<file path="src/rtl/linfc_pkg.sv">
// Shared constants and types for the LIN transceiver mode and fault control.
// Assumes one 10 MHz clock; the controller and the test bench import this package whole.
package linfc_pkg;

   // Operating modes of the host_chip, as driven by its own state machine.
   typedef enum logic [2:0]
   {
      CHIP_INIT,
      CHIP_NORMAL,
      CHIP_SLEEP,
      CHIP_RESTART,
      CHIP_STOP,
      CHIP_FAILSAFE,
      CHIP_REPROG
   } linfc_chip_t;

   // Transceiver modes; low slope and normal slope share LIN_NORMAL.
   typedef enum logic [2:0]
   {
      LIN_OFF,
      LIN_WAKE,
      LIN_NORMAL,
      LIN_RXONLY,
      LIN_FLASH
   } linfc_mode_t;

   // Codes placed in the serial diagnostic data.
   typedef enum logic [2:0]
   {
      DIAG_NONE,
      DIAG_TXD_GND,
      DIAG_BUS_CLAMP,
      DIAG_SHORT,
      DIAG_RX_STUCK
   } linfc_diag_t;

   // Clock rate in MHz, so that microseconds times this give cycles.
   localparam int unsigned CLK_MHZ = 10;
   // Transmit dominant timeout in microseconds (plain default).
   localparam int unsigned TX_TO_US = 20000;
   localparam int unsigned TX_TO_CYC = TX_TO_US * CLK_MHZ;
   // Bus dominant timeout in microseconds (plain default).
   localparam int unsigned BUS_TO_US = 20000;
   localparam int unsigned BUS_TO_CYC = BUS_TO_US * CLK_MHZ;
   // Cycles of readback mismatch before a receive pin fault is declared.
   localparam int unsigned STUCK_CYC = 64;
   localparam int unsigned SHORT_CYC = 64;
   // Values after reset.
   localparam logic RECESSIVE = 1'h1;
   localparam logic SLOPE_RST = 1'h0;

endpackage : linfc_pkg

</file>
<file path="src/rtl/linfc_level_timer.sv">
// Saturating timer that measures how long a level condition has lasted.
// Assumes run comes from logic on the same clock.
`timescale 1ns/1ps
module linfc_level_timer
#(
   parameter int unsigned LIMIT = 64
)
(
   input wire logic clk,
   input wire logic rstn,
   input wire logic run,
   output logic expired
);
   // Cycles that run has been high without a break.
   logic [31:0] count_q;
   logic [31:0] count_d;

   // Counting stops at the limit so the flag stays up while run holds.
   assign count_d = !run ? 32'h0 :
      (count_q == LIMIT) ? count_q : count_q + 32'h1;
   assign expired = (count_q == LIMIT);

   // Plain counter register.
   always_ff @(posedge clk or negedge rstn)
   begin
      if (!rstn)
      begin
         count_q <= 32'h0;
      end
      else
      begin
         count_q <= count_d;
      end
   end
endmodule : linfc_level_timer

</file>
<file path="src/rtl/linfc_ctrl.sv">
// Mode selection, wake detection and fault supervision of one LIN cell.
// Assumes chip_mode and commands come from logic on clk; pin inputs do not.
// Notes on behaviour
// receive-only disables driver, keeps receive path
// serial command selects receive-only mode
// flash bypasses slope, only in reprogram mode
// allowed transceiver modes depend on chip mode
// automatic mode changes keep the same category
// host arms wake mode before sleep/stop
// host never changes mode with sleep command
// wake capable or off removes bus pull-up
// wake only on dominant-to-recessive bus edge
// failures reported in diagnostics, overtemperature not
// transmit timeout reported as input grounded
// any failure forces receive-only mode; in reprogram chip mode the code keeps flash with the driver off
// transmitter re-enabled only by serial request
// long dominant transmit input stops bus driving
// long dominant bus flags clamp, receive-only
// unmasked clamp drives interrupt output low
// host recommands normal mode after clamp
// transmit-receive short reported and inhibits transmitter
// overtemperature disables driver, reception continues
// overtemperature release waits for recessive transmit
// overtemperature gives no diagnostic, no interrupt
// stuck recessive receive diagnosed, transmitter held off
// stuck receive fault cleared only by command
// slope resets low, normal slope in normal
// after wake, other mode before rearming wake
// stop-mode wake sets interrupt, flag, receive low
// timeouts counted on clock, limits are parameters
// receive readback compared with bus over cycles
`timescale 1ns/1ps
module linfc_ctrl
   import linfc_pkg::*;
#(
   parameter int unsigned TX_TO_LIMIT = TX_TO_CYC,
   parameter int unsigned BUS_TO_LIMIT = BUS_TO_CYC
)
(
   input wire logic clk,
   input wire logic rstn,
   input wire linfc_chip_t chip_mode,
   input wire logic cmd_valid,
   input wire linfc_mode_t cmd_mode,
   input wire logic slope_valid,
   input wire logic slope_normal_req,
   input wire logic wake_clr,
   input wire logic wake_mask,
   input wire logic clamp_mask,
   input wire logic txd_pin,
   input wire logic bus_pin,
   input wire logic ovt_pin,
   input wire logic rxd_readback,
   output linfc_mode_t lin_mode,
   output logic driver_en,
   output logic bus_dominant,
   output logic pullup_en,
   output logic slope_bypass,
   output logic slope_normal,
   output logic rxd,
   output logic lin_wake_flag,
   output linfc_diag_t diag_code,
   output logic int_n
);
   // Modes that the current chip mode admits.
   function automatic logic mode_ok(linfc_chip_t c, linfc_mode_t m);
      logic ok;
      ok = 1'b0;
      case (c)
         CHIP_INIT: ok = (m == LIN_OFF);
         CHIP_NORMAL: ok = (m != LIN_FLASH);
         CHIP_FAILSAFE: ok = (m == LIN_WAKE);
         CHIP_REPROG: ok = (m == LIN_FLASH);
         default: ok = (m == LIN_OFF) || (m == LIN_WAKE);
      endcase
      return ok;
   endfunction : mode_ok

   // Automatic fallback when the chip mode forbids the present mode.
   function automatic linfc_mode_t fit_mode(linfc_chip_t c,
                                            linfc_mode_t m);
      linfc_mode_t r;
      r = m;
      if (!mode_ok(c, m))
      begin
         case (c)
            CHIP_FAILSAFE: r = LIN_WAKE;
            CHIP_REPROG: r = LIN_FLASH;
            CHIP_NORMAL: r = LIN_NORMAL;
            default: r = LIN_OFF;
         endcase
      end
      return r;
   endfunction : fit_mode

   // Pins are synchronised: bit 0 txd, 1 bus, 2 overtemp, 3 readback.
   logic [3:0] meta_q;
   logic [3:0] sync_q;
   logic txd_s;
   logic bus_s;
   logic ovt_s;
   logic rdb_s;
   // Previous synchronised levels for edge detection.
   logic txd_prev_q;
   logic bus_prev_q;
   // Stored mode as last chosen, before the overtemperature override.
   linfc_mode_t mode_q;
   linfc_mode_t mode_d;
   // Transmitter blocked by a reported fault.
   logic inhibit_q;
   logic inhibit_d;
   // Transmitter blocked by overtemperature.
   logic ot_block_q;
   logic ot_block_d;
   // Wake may be armed again only after another mode was chosen.
   logic wake_armed_q;
   logic wake_armed_d;
   // Timer flags and their previous values for one-shot events.
   logic [3:0] exp_w;
   logic [3:0] exp_prev_q;
   logic [3:0] hit_w;
   logic fault_evt;
   logic cmd_ok;
   logic cmd_normal;
   logic wake_evt;
   logic txd_rise;
   logic active;
   logic drv_d;
   linfc_diag_t diag_d;
   logic flag_d;

   assign txd_s = sync_q[0];
   assign bus_s = sync_q[1];
   assign ovt_s = sync_q[2];
   assign rdb_s = sync_q[3];

   // Two flops per pin; only the second stage is read anywhere.
   always_ff @(posedge clk or negedge rstn)
   begin
      if (!rstn)
      begin
         // Pins start at their idle levels: overtemperature clear and
         // transmit, bus and readback recessive, so no false edge follows.
         meta_q <= 4'hB;
         sync_q <= 4'hB;
         txd_prev_q <= RECESSIVE;
         bus_prev_q <= RECESSIVE;
         exp_prev_q <= 4'h0;
      end
      else
      begin
         meta_q <= {rxd_readback, ovt_pin, bus_pin, txd_pin};
         sync_q <= meta_q;
         txd_prev_q <= txd_s;
         bus_prev_q <= bus_s;
         exp_prev_q <= exp_w;
      end
   end

   // Supervisors only watch while the cell may transmit or receive.
   assign active = (mode_q == LIN_NORMAL) || (mode_q == LIN_FLASH) ||
      (mode_q == LIN_RXONLY);

   // Transmit input dominant too long; held at zero while inhibited.
   linfc_level_timer #(.LIMIT(TX_TO_LIMIT)) u_tx_to
   (
      .clk(clk),
      .rstn(rstn),
      .run(!txd_s && !inhibit_q && active),
      .expired(exp_w[0])
   );

   // Bus dominant too long while the cell is awake.
   linfc_level_timer #(.LIMIT(BUS_TO_LIMIT)) u_bus_to
   (
      .clk(clk),
      .rstn(rstn),
      .run(!bus_s && active),
      .expired(exp_w[1])
   );

   // Readback low while the bus is recessive and the input is low:
   // the transmit input is pulling the receive pin.
   linfc_level_timer #(.LIMIT(SHORT_CYC)) u_short
   (
      .clk(clk),
      .rstn(rstn),
      .run(active && bus_s && !rdb_s && !txd_s),
      .expired(exp_w[2])
   );

   // Readback high while the bus carries a dominant level.
   linfc_level_timer #(.LIMIT(STUCK_CYC)) u_stuck
   (
      .clk(clk),
      .rstn(rstn),
      .run(active && !bus_s && rdb_s),
      .expired(exp_w[3])
   );

   // One-cycle event on the rise of each supervisor flag.
   assign hit_w = exp_w & ~exp_prev_q;
   assign fault_evt = |hit_w;

   // A command is taken only where the chip mode admits it.
   assign cmd_ok = cmd_valid && mode_ok(chip_mode, cmd_mode) &&
      !((cmd_mode == LIN_WAKE) && !wake_armed_q);
   assign cmd_normal = cmd_ok && (cmd_mode == LIN_NORMAL);

   // Wake only on a bus edge back to recessive, so a shorted bus
   // can never wake the chip.
   assign wake_evt = (mode_q == LIN_WAKE) && wake_armed_q &&
      !bus_prev_q && bus_s;
   assign txd_rise = !txd_prev_q && txd_s;

   // Fault beats command; the chip mode then trims the choice.
   assign mode_d = fit_mode(chip_mode,
      fault_evt ? LIN_RXONLY : (cmd_ok ? cmd_mode : mode_q));

   // Fault set wins over a clear that lands in the same cycle.
   // A stuck receive pin keeps the block for as long as it lasts.
   assign inhibit_d = fault_evt ? 1'b1 :
      ((cmd_normal && !exp_w[3]) ? 1'b0 : inhibit_q);

   // Overtemperature clears only on a recessive edge of the input.
   assign ot_block_d = ovt_s ? 1'b1 :
      (txd_rise ? 1'b0 : ot_block_q);

   // Wake capable may be armed again after any other commanded mode.
   assign wake_armed_d = wake_evt ? 1'b0 :
      ((cmd_ok && (cmd_mode != LIN_WAKE)) ? 1'b1 : wake_armed_q);

   // Driver runs only in normal or flash with no block present.
   assign drv_d = ((mode_d == LIN_NORMAL) || (mode_d == LIN_FLASH)) &&
      !inhibit_d && !ot_block_d;

   // Timeout uses the grounded-input code; overtemp has none.
   assign diag_d = hit_w[0] ? DIAG_TXD_GND :
      hit_w[1] ? DIAG_BUS_CLAMP :
      hit_w[2] ? DIAG_SHORT :
      hit_w[3] ? DIAG_RX_STUCK :
      (cmd_normal ? DIAG_NONE : diag_code);

   // Wake flag: a new wake wins over a clear in the same cycle.
   assign flag_d = wake_evt || (lin_wake_flag && !wake_clr);

   // Control state.
   always_ff @(posedge clk or negedge rstn)
   begin
      if (!rstn)
      begin
         mode_q <= LIN_OFF;
         inhibit_q <= 1'b0;
         ot_block_q <= 1'b0;
         wake_armed_q <= 1'b1;
      end
      else
      begin
         mode_q <= mode_d;
         inhibit_q <= inhibit_d;
         ot_block_q <= ot_block_d;
         wake_armed_q <= wake_armed_d;
      end
   end

   // Output registers; every top-level output is a flop.
   // Receive follows the bus when awake; asleep, a pending wake pulls
   // it low so the controller can tell the source. The interrupt is a
   // level that stays low until its cause is cleared or masked.
   always_ff @(posedge clk or negedge rstn)
   begin
      if (!rstn)
      begin
         lin_mode <= LIN_OFF;
         driver_en <= 1'b0;
         bus_dominant <= 1'b0;
         pullup_en <= 1'b0;
         slope_bypass <= 1'b0;
         slope_normal <= SLOPE_RST;
         lin_wake_flag <= 1'b0;
         diag_code <= DIAG_NONE;
         rxd <= RECESSIVE;
         int_n <= 1'b1;
      end
      else
      begin
         // Overtemperature shows normal mode as receive-only while it blocks.
         lin_mode <= (ot_block_d && drv_d == 1'b0 &&
            (mode_d == LIN_NORMAL)) ? LIN_RXONLY : mode_d;
         driver_en <= drv_d;
         bus_dominant <= drv_d && !txd_s;
         pullup_en <= (mode_d != LIN_OFF) &&
            (mode_d != LIN_WAKE);
         slope_bypass <= (mode_d == LIN_FLASH);
         // Slope is shared by all cells and taken in chip normal only.
         slope_normal <= (slope_valid && (chip_mode == CHIP_NORMAL)) ?
            slope_normal_req : slope_normal;
         lin_wake_flag <= flag_d;
         diag_code <= diag_d;
         rxd <= ((mode_d == LIN_OFF) || (mode_d == LIN_WAKE)) ?
            !flag_d : bus_s;
         int_n <= !((flag_d && !wake_mask &&
            ((chip_mode == CHIP_STOP) || (chip_mode == CHIP_NORMAL))) ||
            ((diag_d == DIAG_BUS_CLAMP) && !clamp_mask));
      end
   end
endmodule : linfc_ctrl

</file>
<file path="config.mk">
export PLATFORM = sky130hd
export DESIGN_NAME = linfc_ctrl
export DESIGN_NICKNAME = d
export VERILOG_FILES = /design/src/rtl/linfc_pkg.sv /design/src/rtl/linfc_level_timer.sv /design/src/rtl/linfc_ctrl.sv
export SDC_FILE = /design/constraint.sdc
export NUM_CORES = 1
export LEC_CHECK = 0
export CORE_AREA = 8 8 110 212
export CTS_CLUSTER_SIZE = 40
export DETAILED_ROUTE_END_ITERATION = 8
export DIE_AREA = 0 0 118 220
export DONT_BUFFER_PORTS = 1
export GPL_ROUTABILITY_DRIVEN = 0
export GPL_TIMING_DRIVEN = 1
export MAX_ROUTING_LAYER = met4
export SYNTH_ARGS = -nofsm -noshare
export SYNTH_HDL_FRONTEND = slang
export SYNTH_SLANG_ARGS = --single-unit
</file>
<file path="constraint.sdc">
create_clock -name clk -period 2.42 [get_ports clk]
set_input_delay 0.242 -clock clk [delete_from_list [all_inputs] [get_ports clk]]
set_output_delay 0.242 -clock clk [all_outputs]
set_load 0.05 [all_outputs]
</file>
; ---- Yosys cells after proc, flatten, opt, wreduce, memory -nomap -nowiden
; Cells that the tools add are included.
; Widths: inputs -> output; s select.
[word_totals]
romBits = 0
ram_bits = 0
out_inout_bits = 14
latch_bits = 0
n_memories = 0
ff_bits = 162
[classes]
multipliers = 0
n_addsub = 4
div_mod_pow = 0
n_eq_ne = 29
n_mux = 27
shift = 0
n_bitwise = 3
magnitude_cmp = 0
n_reduce_logical = 60
[ops]
columns = cell, n
row1 = $mux 32, 8
row2 = $add 32x1->32 const B, 4
row3 = $eq 32x18->1 const B, 2
row4 = $eq 32x7->1 const B, 2
row5 = $logic_and 1x1->1, 28
row6 = $mux 3, 9
row7 = $eq 3x3->1 const B, 7
row8 = $logic_not 1->1, 16
row9 = $eq 3x1->1 const B, 5
row10 = $eq 3x2->1 const B, 5
row11 = $logic_not 3->1, 4
row12 = $logic_or 1x1->1, 9
row13 = $pmux 3 s3, 1
row14 = $ne 2x2->1 const B, 4
row15 = $pmux 1 s4, 2
row16 = $mux 1, 7
row17 = $ne 3x1->1 const B, 2
row18 = $ne 3x3->1 const B, 2
row19 = $and 4x4->4, 1
row20 = $not 4->4, 1
row21 = $reduce_or 4->1, 1
row22 = $reduce_bool 3->1, 1
row23 = $reduce_bool 2->1, 1
row24 = $not 1->1, 1

; ---- Logic depth before layout (Yosys ltp)
; Gate-level depths: netlist of the first run.
[depth]
ltp_word = 19
ltp_mapped = 10

; ---- Cells and area by module
; Synthesis of the first run repeated with hierarchy kept, for this count alone.
[hier_totals]
cells_unflattened = 905
hier_area_um2 = 8674.6
[modules_own_cells]
columns = module, cells_each, n_inst, area_each_um2
row1 = linfc_level_timer at u_bus_to ..., 192, 2, 1793.0
row2 = linfc_level_timer at u_short ..., 193, 2, 1779.2
row3 = linfc_ctrl, 135, 1, 1530.2

; ---- Least setup slack after synthesis of the first run
; OpenSTA, ideal clock, no wires.
[synth_path]
path_kind = register to register
from = register u_tx_to.count_q[27]
to = register bus_dominant
path_slack_ns = -0.130
required_ns = 2.309
arrival_time_ns = 2.438
stages_incl_launch_ff = 9
n_path_buf = 0
cell_sequence = dfrtp_1 -> or4_1 -> or3_4 -> nor4_4 -> a221oi_2 -> and3_4 -> a21oi_2 -> o211ai_2 -> a2111oi_2
[synth_via]
elab_chain_cells = 13
elab_cells_between_ends = 19
classes_between = eq/ne (6) / mux (4) / bitwise (1) / reduce/logical (8)
[synth_rtl]
columns = item, line_no
row1 = from (decl), linfc_level_timer.sv:15  ; logic [31:0] count_q;
row2 = from (signal assigned), linfc_level_timer.sv:32  ; count_q <= count_d;
row3 = $eq 32x18->1 *, linfc_level_timer.sv:21  ; assign expired = (count_q == LIMIT);
row4 = $and 4x4->4 *, linfc_ctrl.sv:202  ; assign hit_w = exp_w & ~exp_prev_q;
row5 = $reduce_or 4->1 *, linfc_ctrl.sv:203  ; assign fault_evt = |hit_w;
row6 = $mux 3, linfc_ctrl.sv:218  ; fault_evt ? LIN_RXONLY : (cmd_ok ? cmd_mode : mode_q));
row7 = $eq 3x1->1 / $logic_not 3->1 (equally long branches), "linfc_ctrl.sv:72, linfc_ctrl.sv:74, linfc_ctrl.sv:70"
row8 = $logic_or 1x1->1, linfc_ctrl.sv:74  ; default: ok = (m == LIN_OFF) || (m == LIN_WAKE);
row9 = $pmux 1 s4, linfc_ctrl.sv:69  ; case (c)
row10 = $mux 3, linfc_ctrl.sv:84  ; if (!mode_ok(c, m))
row11 = $eq 3x2->1 / $eq 3x3->1 (equally long branches), linfc_ctrl.sv:234  ; assign drv_d = ((mode_d == LIN_NORMAL) || (mode_d == LIN_FLASH)) &&
row12 = $logic_or 1x1->1, linfc_ctrl.sv:234
row13 = $logic_and 1x1->1 *, linfc_ctrl.sv:234
row14 = $logic_and 1x1->1 *, linfc_ctrl.sv:235  ; !inhibit_d && !ot_block_d;
row15 = $logic_and 1x1->1 *, linfc_ctrl.sv:291  ; bus_dominant <= drv_d && !txd_s;
row16 = to (signal assigned), linfc_ctrl.sv:291
row17 = to (decl), linfc_ctrl.sv:56  ; output logic bus_dominant,
; Mark *: on every way between the ends. The rest lies on a longest branch, timed or not.
; A chain may end at the register's enable or synchronous reset.

; ---- Final worst setup path of the first run
[layout_path]
from = register u_tx_to.count_q[27]
to = register int_n
[layout_via]
elab_chain_cells = 7
[layout_rtl]
columns = item, line_no
row1 = $eq 32x18->1, linfc_level_timer.sv:21
row2 = $and 4x4->4, linfc_ctrl.sv:202
row3 = $mux 3, linfc_ctrl.sv:238  ; assign diag_d = hit_w[0] ? DIAG_TXD_GND :
row4 = net diag_d[2], linfc_ctrl.sv:129  ; linfc_diag_t diag_d;
row5 = $eq 3x2->1, linfc_ctrl.sv:304  ; ((diag_d == DIAG_BUS_CLAMP) && !clamp_mask));
row6 = $logic_and 1x1->1, linfc_ctrl.sv:304
row7 = $logic_or 1x1->1, linfc_ctrl.sv:303  ; ((chip_mode == CHIP_STOP) || (chip_mode == CHIP_NORMAL))) ||
row8 = $logic_not 1->1, linfc_ctrl.sv:302  ; int_n <= !((flag_d && !wake_mask &&
row9 = to (signal assigned), linfc_ctrl.sv:302
row10 = to (decl), linfc_ctrl.sv:63  ; output logic int_n
; The timed path passes the listed nets, and every way through them passes these cells.

==> results of run 1 <==
-- report_power, final --
group          internal [W]  switching [W]  leakage, nW
combinational      0.000180       0.000231         1.59
sequential          0.00279       0.000147         2.21
clock               0.00139        0.00127        0.285
total               0.00436        0.00165         4.08
-- metrics by stage --
step / total power (W) / hold WS (ns)
2_1_floorplan: 0.00323 / -0.0536
3_3_place_gp: 0.00337 / -0.0432
3_5_place_dp: 0.00338 / -0.0432
4_1_cts: 0.00607 / -0.510
5_1_grt: 0.00623 / -0.514
6_report: 0.00601 / -0.496
-- layout by cell type (no fill, tap or decap), drive strengths merged, types with 5 or more instances in the layout --
| master | synthesis | layout |
|---|---|---|
| a21oi | 11 | 11 |
| and2 | 7 | 7 |
| and3 | 24 | 24 |
| and4 | 6 | 6 |
| buf | 3 | 92 |
| clkbuf | 19 | 17 |
| clkinv | 0 | 5 |
| dfrtp | 151 | 151 |
| dfstp | 11 | 11 |
| dlygate4sd3 | 0 | 8 |
| ha | 8 | 8 |
| inv | 23 | 31 |
| mux2i | 8 | 8 |
| nand2 | 61 | 61 |
| nand3 | 44 | 44 |
| nand4 | 35 | 35 |
| nor2 | 164 | 164 |
| nor3 | 18 | 18 |
| nor4 | 26 | 26 |
| nor4b | 8 | 8 |
| o21ai | 8 | 8 |
| or2 | 6 | 6 |
| or3 | 6 | 6 |
| xnor2 | 41 | 41 |
| xor2 | 81 | 81 |
-- what timing repair did --
action	4_1_cts	5_1_grt
gates resized for setup	4	12
setup endpoints to repair	9	10
setup buffers	0	4
pin swaps	2	2
cloned	0	0
hold endpoints to repair	169	162
-- flip-flops by register name (all words and copies together) (netlist names), 3 cells and up --
| name | flops |
|---|---|
| meta_q | 4 |
| u_short.count_q | 32 |
| lin_mode | 3 |
| mode_q | 3 |
| sync_q | 4 |
| u_tx_to.count_q | 32 |
| u_bus_to.count_q | 32 |
| diag_code | 3 |
| exp_prev_q | 4 |
| u_stuck.count_q | 32 |
-- path summary, 6_finish.rpt --
check,slack (ns),from,cells after the start,end
max,0.03,u_tx_to.count_q[27]$_DFFE_PN0P_,7,int_n$_DFF_PN1_
min,-0.50,rstn,0,slope_normal$_DFFE_PN0P_
max reg2reg,0.03,u_tx_to.count_q[27]$_DFFE_PN0P_,7,int_n$_DFF_PN1_
min reg2reg,0.36,meta_q[1]$_DFF_PN1_,0,sync_q[1]$_DFF_PN1_
max in group asynchronous,2.64,rstn,0,u_short.count_q[16]$_DFFE_PN0P_
min in group clk,0.02,chip_mode[2],2,lin_mode[1]$_DFF_PN0_
-- metal layers --
metal / track usage (%) / part of all wire, %
met1: 15.0 / 39
met2: 28.4 / 56
met3: 2.28 / 1.9
met4: 8.47 / 3.5
met5: - / 0
-- cells by family after synthesis --
logic type | after synthesis
buffers and inverters | 45
and+or+nand+nor | 427
xor gates and xnor gates | 122
muxes | 11
AOI/OAI and AO/OA | 41
adders and majority gates | 8
DFF | 162
-- cell type report --
class | count | area [µm²]
Clock buffer | 17 | 425
Clock inverter | 15 | 168
Fill cell | 1899 | 10800
Inverter | 23 | 86.3
Multi-Input combinational cell | 609 | 3830
Sequential cell | 162 | 4070
Tap cell | 266 | 333
Timing Repair Buffer | 100 | 771
-- critical path: cells and delay by family (launching register included) --
kind               cells  cell delay (ns)
AOI/OAI and AO/OA      3             0.38
DFF                    1             0.38
and+or+nand+nor        4             1.56
==> flow_metrics.py, run 1 <==
metrics = {
    "status": {
        "status": "finished with violations",
        "violated_checks": "negative hold slack",
    },
    "finish": {
        "area_growth_syn_to_layout_pct": 20.9,
        "stdcell_area_mm2": 0.00968,
        "drive_gt1_share_pct": 18.9,
        "fin_cells": 1192,
        "final_util_pct": 47.3,
        "antennaDiodeCount": 0,
        "nNetsFinal": 939,
    },
    "sta": {
        "post-route-worst-setup-slack_ns": 0.0308,
        "setup_viol": 0,
        "finClkSkew_ns": 0.0105,
        "max_slew_margin_pct": 64.2,
        "period_share_pct": 98.7,
        "timing.setup.tns_ns": 0,
        "transition_at_the_pin_with_the_smallest_max_transition_slack_ns": 0.537,
        "rsz0062_at_grt": "true",
        "post-route-min-period_ns": 2.39,
        "drv_slew": 0,
        "max_freq_mhz": 419,
        "whs_ns": -0.496,
        "final_hold_viol_count": 162,
    },
    "yosys": {
        "synth_area_leader_cell": "dfrtp_1",
        "synthCells": 816,
        "mappedNetlistArea_mm2": 0.00801,
        "synth.area.mux_share_pct": 1.42,
        "synthTopCellsByCount": "163 x nor2_1, 151 x dfrtp_1, 81 x xor2_1, 61 x nand2_1, 44 x nand3_1",
        "synth-adder-area-share_pct": 1.25,
        "async_flop_share_pct": 100,
        "main_combinational_cell_family_by_area_after_synthesis": "simple AND/OR/NAND/NOR gates",
        "post_synth_num_cell_types": 65,
        "synth_edf_count": 0,
        "synth_warnings": 0,
        "mappedNetlistNets": 842,
        "synth_top_area_share_pct": 47.2,
        "cell_types_occupying_the_most_area_after_synthesis": "dfrtp_1 47%, xor2_1 8.9%, nor2_1 7.6%",
        "synth-seq-area-share_pct": 50.8,
        "syn_area_cell_um2": 9.81,
        "top_reg_cell_synth": "dfrtp_1",
        "synth-compound-area-share_pct": 4.08,
        "synthMostInstantiatedCell": "nor2_1",
        "fraction_of_the_mapped_netlist_area_in_simple_logic_gates_pct": 26.8,
        "ys_seq_elements": 162,
        "synthXorXnorAreaFrac_pct": 13.3,
    },
    "clock_network": {
        "clock-sinks": 162,
        "cts_made_buffers": 17,
        "clockRootBuffer": "clkbuf_16",
        "clock_tree.buffer_depth": 2,
        "cts_hold_buf": 8,
        "clk_latency_ns": 0.43,
        "cts_tree": "done",
        "cts_max_level": 4,
        "cts_clk_pin_slew_worst_paths_ns": 0.07,
    },
    "place": {
        "portBuffers": 0,
        "detailed_place.area_mm2": 0.00890,
        "placed_cells": 1148,
        "dp_slack_ns": -0.105,
        "hpwl_um": 13200,
    },
    "drt": {
        "dr_vias_cell": 5.05,
        "initialDrtViolationCount": 334,
        "num_vias": 6020,
        "drc": 0,
        "drtPass1Iterations": 4,
        "post_drt_wl_per_cell_um": 15.3,
        "routed_wirelength_um": 18300,
        "final_antenna_net_count": 0,
    },
    "global_routing": {
        "grt_overflow_total": 0,
        "grt_max_degree": 163,
        "grt_pass1_vias": 6383,
        "initial_antenna_violation_count": 0,
        "track_usage_pct": 15.3,
        "global_route_wire_length_before_repair_um": 30900,
    },
    "setup_path": {
        "cell_chain_critical_path": "or4_4, or3_4, nor4_4, a221oi_2, a21boi_1, or4_1, a2bb2oi_1",
        "cpPeakStageDelay_ns": 0.53,
        "critical_path_class": "reg -> reg",
        "critPathMaxFanout": 3,
        "worst-endpoint-required_ns": 2.77,
        "critical_path.endpoint_type": "flop",
        "critPathSlowestCell": "or4_4",
        "worst_setup_path_start_kind": "flop",
        "cp.arrival_ns": 2.74,
    },
    "pwr": {
        "ir_drop_mv": 0.557,
        "p_leak_nw": 4.08,
        "power_density_mw_per_mm2": 621,
    },
    "worst_hold_path": {
        "worst_hold_path_type": "in -> async",
    },
    "floorplan": {
        "core_region_area_mm2": 0.0205,
        "boundaryPins": 32,
        "floorplan.initialDensity_pct": 39.1,
        "die_width_um": 118,
        "placementRows": 74,
        "die_height_um": 220,
        "die_area_mm2": 0.0260,
    },
    "flow_run": {
        "drv.max_cap_violation_count": 0,
    },
}
Note: power is estimated with default switching activity, not from simulation.
==> inputs of run 2 (changes only) <==
Settings changed: PLACE_DENSITY from default to 0.57.
==> run 2 against run 1 <==
  * The run ends with negative hold slack, negative setup slack left
  * Register-to-register slack lost 0.12 ns
  * Design area up 1.3%
  * Worst setup slack worse by 0.12 ns
  * Critical path depth did not move
  * Maximum frequency decreased by 4.7%
  * Hold slack lost 0.0070 ns
  * Sequential power barely moved
  * Count of clock-buffer cells in the layout rose by 3
  * Cell count increased by 1.1%
  * Critical endpoint unchanged
  * Largest cell class unchanged
  * Highest routed layer unchanged
==> flow_metrics.py, run 2 (synthesized netlist as in run 1, its figures left out) <==
metrics = {
    "drt": {
        "dr_vias_cell": 5.12,
        "num_vias": 6169,
        "routed_wirelength_um": 18800,
        "initialDrtViolationCount": 275,
        "drtPass1Iterations": 4,
        "final_antenna_net_count": 0,
        "drc": 0,
        "post_drt_wl_per_cell_um": 15.6,
    },
    "finish": {
        "most_frequent_standard_cell_in_the_layout_excluding_fill_and_tap_cells": "nor2_1",
        "fillers": 1945,
        "area_growth_syn_to_layout_pct": 22.5,
        "antennaDiodeCount": 0,
        "nNetsFinal": 952,
        "drive_gt1_share_pct": 19.9,
        "fin_cells": 1205,
        "final_util_pct": 47.9,
        "mostFrequentLayoutCells": "163 x nor2_1, 151 x dfrtp_1, 104 x buf_4, 81 x xor2_1, 57 x nand2_1",
    },
    "global_routing": {
        "initial_antenna_violation_count": 0,
        "track_usage_pct": 15.6,
        "global_route_wire_length_before_repair_um": 31200,
        "grt_overflow_total": 0,
        "grt_max_degree": 163,
        "grt_pass1_vias": 6503,
    },
    "floorplan": {
        "floorplan.initialDensity_pct": 39.1,
        "die_area_mm2": 0.0260,
        "die_width_um": 118,
        "core_region_area_mm2": 0.0205,
        "placementRows": 74,
        "die_height_um": 220,
        "boundaryPins": 32,
    },
    "place": {
        "placed_cells": 1158,
        "portBuffers": 0,
        "hpwl_um": 13400,
    },
    "sta": {
        "max_freq_mhz": 399,
        "rsz0062_at_grt": "true",
        "post-route-worst-setup-slack_ns": -0.0861,
        "period_share_pct": 104,
        "max_slew_margin_pct": 63.3,
        "transition_at_the_pin_with_the_smallest_max_transition_slack_ns": 0.546,
        "drv_slew": 0,
        "post-route-min-period_ns": 2.51,
        "whs_ns": -0.503,
        "final_hold_viol_count": 162,
        "setup_viol": 2,
        "finClkSkew_ns": 0.0117,
    },
    "pwr": {
        "p_leak_nw": 4.15,
        "ir_drop_mv": 0.383,
        "power_density_mw_per_mm2": 626,
    },
    "setup_path": {
        "critical_path_class": "reg -> reg",
        "critPathMaxFanout": 3,
        "cp.arrival_ns": 2.86,
        "critical_path.endpoint_type": "flop",
        "worst_setup_path_start_kind": "flop",
        "worst-endpoint-required_ns": 2.77,
    },
    "clock_network": {
        "clockRootBuffer": "clkbuf_16",
        "clock-sinks": 162,
        "clock_tree.buffer_depth": 2,
        "cts_made_buffers": 17,
        "cts_max_level": 4,
        "cts_tree": "done",
        "cts_hold_buf": 9,
        "clk_latency_ns": 0.44,
        "cts_clk_pin_slew_worst_paths_ns": 0.06,
    },
    "flow_run": {
        "drv.max_cap_violation_count": 0,
    },
    "status": {
        "status": "finished with violations",
        "violated_checks": "negative hold slack, negative setup slack",
    },
    "worst_hold_path": {
        "worst_hold_path_type": "in -> async",
    },
}
-- run 2: power by group --
part	leakage, nW	switching (W)	internal [W]
logic	1.66	0.000239	0.000177
clock network	0.287	0.00113	0.00165
registers	2.21	0.000153	0.00279
total	4.15	0.00152	0.00462
-- run 2: timing repair --
action	CTS	global route
pin swaps	4	7
resized for setup	6	13
setup buffers	3	5
hold endpoints to repair	170	162
cloned	0	0
setup endpoints to repair	10	14
-- run 2: layout make-up --
type                            instances  area (µm²)  area share [%]
Clock buffer                           20         447            4.56
Clock inverter                         12         158            1.61
Multi-Input combinational cell        609        3840            39.2
Timing Repair Buffer                  113         871            8.88
Inverter                               23        86.3           0.880
Sequential cell                       162        4070            41.5
Tap cell                              266         333            3.39
-- run 2: path summary, 6_finish.rpt --
kind | startpoint | endpoint | slack (ns) | cells past startpoint
min | rstn | u_stuck.count_q[15]$_DFFE_PN0P_ | -0.50 | 0
max | u_tx_to.count_q[27]$_DFFE_PN0P_ | int_n$_DFF_PN1_ | -0.09 | 7
min in group clk | chip_mode[2] | slope_bypass$_DFF_PN0_ | 0.04 | 2
max in group asynchronous | rstn | sync_q[3]$_DFF_PN1_ | 2.66 | 0
max reg2reg | u_tx_to.count_q[27]$_DFFE_PN0P_ | int_n$_DFF_PN1_ | -0.09 | 7
min reg2reg | meta_q[2]$_DFF_PN0_ | sync_q[2]$_DFF_PN0_ | 0.35 | 0
-- run 2: critical path: stages, from the launching register on --
cell       delay, ns
dfrtp_1         0.39
or4_1           0.52
or3_4           0.36
nor4_4          0.29
a221oi_2        0.08
a21boi_2        0.17
or4_4           0.48
a2bb2oi_2       0.14
-- run 2: metrics by stage --
stage          setup TNS (ns)  worst slack (ns)  power (W)  instance area, µm²
5_1_grt                -0.422            -0.165    0.00638                9810
3_5_place_dp           -0.744            -0.151    0.00337                8980
2_1_floorplan          -0.147           -0.0744    0.00323                8010
3_3_place_gp           -0.376            -0.102    0.00336                8980
4_1_cts                -0.179            -0.101    0.00622                9710
6_report               -0.143           -0.0861    0.00614                9810
-- run 2: metal layers --
| metal | vias up | GRT usage, % | wire length, µm |
|---|---|---|---|
| li1 | 3002 | - | - |
| met1 | 3050 | 14.6 | 7030 |
| met2 | 81 | 29.3 | 10700 |
| met3 | 36 | 3.59 | 492 |
| met4 | 0 | 7.86 | 603 |
| met5 | - | - | 0 |
